==> config.mk <==
export PLATFORM = sky130hd
export DESIGN_NAME = oesb_bank
export DESIGN_NICKNAME = d
export VERILOG_FILES = /design/src/oesb_pkg.sv /design/src/oesb_bank.sv
export SDC_FILE = /design/constraint.sdc
export NUM_CORES = 1
export LEC_CHECK = 0
export ABC_AREA = 1
export BUFFER_PORTS_ARGS = -buffer_cell sky130_fd_sc_hd__clkbuf_2
export CELL_PAD_IN_SITES_DETAIL_PLACEMENT = 1
export CELL_PAD_IN_SITES_GLOBAL_PLACEMENT = 1
export CORE_ASPECT_RATIO = 1.1
export CORE_MARGIN = 8
export CORE_UTILIZATION = 26
export CTS_CLUSTER_SIZE = 28
export DETAILED_ROUTE_END_ITERATION = 16
export GPL_ROUTABILITY_DRIVEN = 0
export GPL_TIMING_DRIVEN = 0
export PLACE_DENSITY = 0.78
export SYNTH_ARGS = -nofsm -noshare
export SYNTH_HDL_FRONTEND = slang
export SYNTH_SLANG_ARGS = --single-unit
==> constraint.sdc <==
create_clock -name clk_i -period 1.1 [get_ports clk_i]
set_clock_uncertainty 0.2 [all_clocks]
set_input_delay 0.22 -clock clk_i [delete_from_list [all_inputs] [get_ports clk_i]]
set_output_delay 0.22 -clock clk_i [all_outputs]
set_load 0.01 [all_outputs]
==> src/oesb_pkg.sv <==
// Package with entry offsets, field layouts and preset values of the bank.
package oesb_pkg;

  // ----------------------------------------------------------------------
  // Entry indices and subindices
  // ----------------------------------------------------------------------
  localparam logic [15:0] OESB_IDX_KIND = 16'h1000;
  localparam logic [15:0] OESB_IDX_FAULT = 16'h1001;
  localparam logic [7:0] OESB_SUB_ZERO = 8'h00;

  // ----------------------------------------------------------------------
  // Device kind word layout and values
  // ----------------------------------------------------------------------
  localparam int OESB_KIND_MSB = 23;
  localparam int OESB_KIND_LSB = 16;
  localparam int OESB_DRIVE_BEHAVIOUR_FAULT_FLAG_MSB = 15;
  localparam logic [7:0] OESB_KIND_SERVO = 8'h01;
  localparam logic [7:0] OESB_KIND_STEPPER = 8'h02;
  localparam logic [15:0] OESB_PROFILE_NUM = 16'h0192;
  localparam logic [31:0] OESB_KIND_RESET = 32'h0000_0000;

  // ----------------------------------------------------------------------
  // Fault summary layout and preset
  // ----------------------------------------------------------------------
  localparam int OESB_BIT_GENERAL = 0;
  localparam int OESB_BIT_AMPERAGE = 1;
  localparam int OESB_BIT_SUPPLY = 2;
  localparam int OESB_BIT_THERMAL = 3;
  localparam int OESB_BIT_LINK = 4;
  localparam int OESB_BIT_BEHAVIOUR = 5;
  localparam int OESB_BIT_UNUSED = 6;
  localparam int OESB_BIT_ROTATION = 7;
  localparam logic [7:0] OESB_FAULT_RESET = 8'h00;

  // ----------------------------------------------------------------------
  // Access answers
  // ----------------------------------------------------------------------
  localparam logic [1:0] OESB_ANS_OK = 2'h0;
  localparam logic [1:0] OESB_ANS_READ_ONLY = 2'h1;
  localparam logic [1:0] OESB_ANS_NO_ENTRY = 2'h2;

endpackage : oesb_pkg

==> src/oesb_bank.sv <==
// Object entry status bank: device kind word and fault summary register.
`timescale 1ns/1ps

module oesb_bank #(
  parameter bit STEPPER_KIND = 1'b1
) (
  // Clock and reset
  input wire logic clk_i,
  input wire logic resetn_i,
  // Fault conditions from the drive, asynchronous to this clock
  input wire logic general_fault_i,
  input wire logic amperage_fault_i,
  input wire logic supply_level_fault_i,
  input wire logic thermal_fault_i,
  input wire logic link_fault_i,
  input wire logic behaviour_fault_i,
  input wire logic wrong_rotation_i,
  // Entry access request
  input wire logic req_valid_i,
  input wire logic req_write_i,
  input wire logic [15:0] req_index_i,
  input wire logic [7:0] req_subindex_i,
  input wire logic [31:0] req_wdata_i,
  // Entry access answer
  output logic ans_valid_o,
  output logic [1:0] ans_code_o,
  output logic [31:0] ans_rdata_o,
  // Live fault summary
  output logic [7:0] fault_summary_o
);

  // ----------------------------------------------------------------------
  // Fault input synchronisers
  // ----------------------------------------------------------------------
  logic [7:0] fault_raw;
  logic [7:0] sync1_r;
  logic [7:0] sync2_r;
  logic [7:0] fault_summary_r;
  logic [31:0] device_kind_word_r;

  // Bit six has no source, so it is tied low before the synchroniser.
  assign fault_raw = {wrong_rotation_i, 1'b0, behaviour_fault_i,
                      link_fault_i, thermal_fault_i, supply_level_fault_i,
                      amperage_fault_i, general_fault_i};

  // Two stages guard against metastability on the drive's fault lines.
  always_ff @(posedge clk_i or negedge resetn_i) begin
    if (!resetn_i) begin
      sync1_r <= 8'h00;
      sync2_r <= 8'h00;
    end else begin
      sync1_r <= fault_raw;
      sync2_r <= sync1_r;
    end
  end

  // ----------------------------------------------------------------------
  // Fault summary register
  // ----------------------------------------------------------------------
  // The summary mirrors conditions; there is no sticky state to clear.
  always_ff @(posedge clk_i or negedge resetn_i) begin
    if (!resetn_i) begin
      fault_summary_r <= oesb_pkg::OESB_FAULT_RESET;
    end else begin
      fault_summary_r <= sync2_r;
      fault_summary_r[oesb_pkg::OESB_BIT_UNUSED] <= 1'b0;
      fault_summary_r[oesb_pkg::OESB_BIT_ROTATION] <=
        sync2_r[oesb_pkg::OESB_BIT_ROTATION];
    end
  end

  assign fault_summary_o = fault_summary_r;

  // ----------------------------------------------------------------------
  // Device kind word
  // ----------------------------------------------------------------------
  // Loaded on the first edge after reset release, since an asynchronous
  // reset may only take a constant.
  always_ff @(posedge clk_i or negedge resetn_i) begin
    if (!resetn_i) begin
      device_kind_word_r <= oesb_pkg::OESB_KIND_RESET;
    end else begin
      device_kind_word_r <= 32'h0000_0000;
      device_kind_word_r[oesb_pkg::OESB_KIND_MSB:oesb_pkg::OESB_KIND_LSB] <=
        STEPPER_KIND ? oesb_pkg::OESB_KIND_STEPPER
                     : oesb_pkg::OESB_KIND_SERVO;
      device_kind_word_r[oesb_pkg::OESB_DRIVE_BEHAVIOUR_FAULT_FLAG_MSB:0] <=
        oesb_pkg::OESB_PROFILE_NUM;
    end
  end

  // ----------------------------------------------------------------------
  // Entry access
  // ----------------------------------------------------------------------
  // Both entries are single variables with no subentries, so no array or
  // text count exists; every other subindex is answered as absent.
  function automatic logic [1:0] oesb_decode(input logic [15:0] idx,
                                              input logic [7:0] sub);
    if ((idx == oesb_pkg::OESB_IDX_KIND || idx == oesb_pkg::OESB_IDX_FAULT)
        && sub == oesb_pkg::OESB_SUB_ZERO) begin
      oesb_decode = oesb_pkg::OESB_ANS_OK;
    end else begin
      oesb_decode = oesb_pkg::OESB_ANS_NO_ENTRY;
    end
  endfunction : oesb_decode

  logic ans_valid_r;
  logic [1:0] ans_code_r;
  logic [31:0] ans_rdata_r;
  logic [1:0] dec;

  assign dec = oesb_decode(req_index_i, req_subindex_i);

  // One-cycle answer; writes never change a read-only entry, and with no
  // writable entry the allowed-value list is never exercised.
  always_ff @(posedge clk_i or negedge resetn_i) begin
    if (!resetn_i) begin
      ans_valid_r <= 1'b0;
      ans_code_r <= oesb_pkg::OESB_ANS_OK;
      ans_rdata_r <= 32'h0000_0000;
    end else begin
      ans_valid_r <= req_valid_i;
      ans_rdata_r <= 32'h0000_0000;
      if (!req_valid_i) begin
        ans_code_r <= oesb_pkg::OESB_ANS_OK;
      end else if (dec != oesb_pkg::OESB_ANS_OK) begin
        ans_code_r <= dec;
      end else if (req_write_i) begin
        ans_code_r <= oesb_pkg::OESB_ANS_READ_ONLY;
      end else begin
        ans_code_r <= oesb_pkg::OESB_ANS_OK;
        if (req_index_i == oesb_pkg::OESB_IDX_KIND) begin
          ans_rdata_r <= device_kind_word_r;
        end else begin
          ans_rdata_r <= {24'h000000, fault_summary_r};
        end
      end
    end
  end

  assign ans_valid_o = ans_valid_r;
  assign ans_code_o = ans_code_r;
  assign ans_rdata_o = ans_rdata_r;

  // Every driven bit follows its synchronised condition both ways; a
  // sticky bit would pass the first check but trip the second.
  for (genvar b = 0; b < 8; b++) begin : g_bit_chk
    if (b != oesb_pkg::OESB_BIT_UNUSED) begin : g_live

    end
  end
endmodule : oesb_bank

==> results.toml <==
[setup_path]
setup.worst_path.start_class = "flop"
critPathArrivalTime_ns = 0.89
cp-end-kind = "primary output"
r2r-start = "fault_summary_o[5]"
critical_path_class = "reg2out"
worst-path-max-fanout = 2
critPathRequiredTime_ns = 0.68
rrSetupSlack_ns = 0.15
reg2regPathDepth = 3
r2r-end = "ans_rdata_o[5]"

[sta]
finalMaxSlewViolations = 0
final-setup-viol-count = 19
fmax_ghz = 0.765
hold_violations = 34
whs_ns = -0.184
tightest_slew_ns = 0.796
period_minus_slack_ns = 1.31
max_slew_margin_pct = 46.9
setup_slack_ns = -0.207
post-route-period-util_pct = 119
rsz0062_at_grt = "true"
final.setup.tns_ns = -1.94

[routing]
ant_nets = 0
wl_per_cell_um = 11.6
drtIter0Drc = 27
drc_errors = 0
drtPass1Iterations = 4
viasPerCell = 3.71
drt_wl_total_um = 3140
num_vias = 1006

[synth]
synth_edf_count = 0
synth_top_area_share_pct = 64.5
syn_area_mm2 = 0.00128
ys_types = 12
netlist_instances = 118
synth_area_leader_cell = "dfrtp_1"
yosysMostFrequentCell = "dfrtp_1"
async_flop_share_pct = 100
synth_warnings = 0
synth_area_per_cell_um2 = 10.8
synth_common_cells = "dfrtp_1 (33), buf_4 (25), nand2_1 (22), nor2_1 (19), inv_1 (8)"
yosysSeqAreaShare_pct = 64.5
synthTopCellsByArea = "dfrtp_1 (65%), buf_4 (15%), nand2_1 (6.5%), nor2_1 (5.6%), inv_1 (2.3%)"
ys_seq_elements = 33
dominantRegCellSynth = "dfrtp_1"

[cts]
clk_pin_slew_ns = 0.06
worstSkewPairLatency_ns = 0.28
htree_levels = 2
cts_tree = "built"
cts_root_buffer = "clkbuf_8"
numCtsBuffers = 5
clockBufferDepth = 2
cts.sinks = 33

[power_and_ir_drop]
power_density_mw_per_mm2 = 1190
cellLeakagePower_nw = 1.15
p_seq_share_pct = 52.5
switchingPower_w = 0.000564
swShare_pct = 23.2
total_power_w = 0.00243
combPwrFrac_pct = 13.1
vdd.ir_drop.worst_v = 0.000433
pwr-share-clk_pct = 34.4
internal_power_w = 0.00187

[grt]
grt_pass1_wl_um = 4770
grt_use_total_pct = 8.20
grt_max_degree = 34
grt_antenna_before_repair = 0
grt.overflow.total = 0
first_global_vias = 1157

[floorplanning]
die_h_um = 89.6
die_area_mm2 = 0.00743
io_pins = 110
core_area_mm2 = 0.00468
rows = 26
initial_core_util_pct = 27.3
dieWidth_um = 82.9

[finish]
diodes = 0
final_cell_count_no_fill = 271
finish.instance_area_mm2 = 0.00204
final_core_util_pct = 43.6
nets = 281
drive_gt1_share_pct = 50.7
area_delta_synth_final_pct = 59.5
nFillCells = 565

[worst_hold_path]
min_path_type = "in2async"

[place]
place_area_mm2 = 0.00173
io_buffer_count = 53
dp_hpwl_um = 2460
dp_cells = 250

[job]
drv_cap = 0

[status]
status = "finished with violations"
violations = "negative hold slack, negative setup slack"
==> kinds of logic after synthesis <==
logic type,after synthesis,synth area share [%]
buf+inv,33,17.0
other cells,2,0.587
simple gates,50,17.9
flops,33,64.5
==> final cells by class <==
cell class / count / area [µm²] / share of cell area, %
flip-flops and latches: 33 / 826 / 40.4
repair buffers: 66 / 452 / 22.1
multi-input cells: 75 / 388 / 19.0
plain buffers: 25 / 191 / 9.38
clock buffers: 6 / 72.6 / 3.55
well taps: 56 / 70.1 / 3.43
inverters: 8 / 32.5 / 1.59
clock inverters: 2 / 10.0 / 0.490
==> worst max path at each step <==
stage / from / end / slack (ns)
5_1_grt: ans_rdata_o[8] / ans_rdata_o[17] / -0.25
6_report: ans_rdata_o[8] / ans_rdata_o[17] / -0.21
3_5_place_dp: req_index_i[12] / ans_rdata_o[1] / -0.26
3_3_place_gp: req_index_i[12] / ans_rdata_o[4] / -0.21
4_1_cts: ans_rdata_o[8] / ans_rdata_o[17] / -0.24
2_1_floorplan: req_index_i[9] / ans_rdata_o[4] / -0.01
==> what timing repair did <==
| item | in CTS | in global routing |
|---|---|---|
| endpoints found under the setup margin | 19 | 23 |
| hold buffers | 9 | 1 |
| setup buffers | 1 | 3 |
| resized for setup | 0 | 30 |
| hold endpoints to repair | 43 | 34 |
| pin swaps | 0 | 9 |
==> per-layer routing <==
layer	track usage, %	vias to the layer above	part of all wire (%)
li1	-	491	-
met1	6.62	462	34
met2	15.5	49	55
met3	4.06	4	8.7
met4	5.59	0	2.3
met5	0	-	0
==> cell usage in the layout (no fill, tap or decap), types with 2 or more instances in the layout <==
cell,n
dlygate4sd3_1,9
inv_1,6
nor2_2,3
clkbuf_8,5
conb_1,25
buf_6,8
nand2_1,18
clkinv_2,2
clkbuf_2,43
dfrtp_1,33
nor2_4,7
buf_2,2
nor2_1,14
buf_4,27
nand2_2,4
==> power by group through the flow <==
stage / Sequential (W) / Combinational [W] / Clock [W]
floorplan: 0.00130 / 0.000134 / 0
global placement: 0.00129 / 0.000252 / 0
detailed placement: 0.00130 / 0.000259 / 0
global route: 0.00128 / 0.000355 / 0.000927
finish: 0.00128 / 0.000319 / 0.000836
CTS: 0.00127 / 0.000288 / 0.000891
==> flip-flops by register name (all words and copies together) (netlist names) <==
name and cells:
ans_valid_o 1, ans_rdata_o 8, device_kind_word_r 1, fault_summary_o 7
ans_code_o 2, sync2_r 7, sync1_r 7
==> per-stage QoR <==
stage               hold slack [ns]  worst slack (ns)
floorplan                    -0.276          -0.00972
global placement              0.127            -0.205
detailed placement            0.131            -0.265
CTS                          -0.172            -0.244
global route                 -0.133            -0.253
finish                       -0.184            -0.207
==> worst max-delay path: stages, from the launching register on <==
cell and delay (ns):
dfrtp_1 0.38, buf_6 0.12, buf_6 0.11
Note: power is estimated with default switching activity, not from simulation.
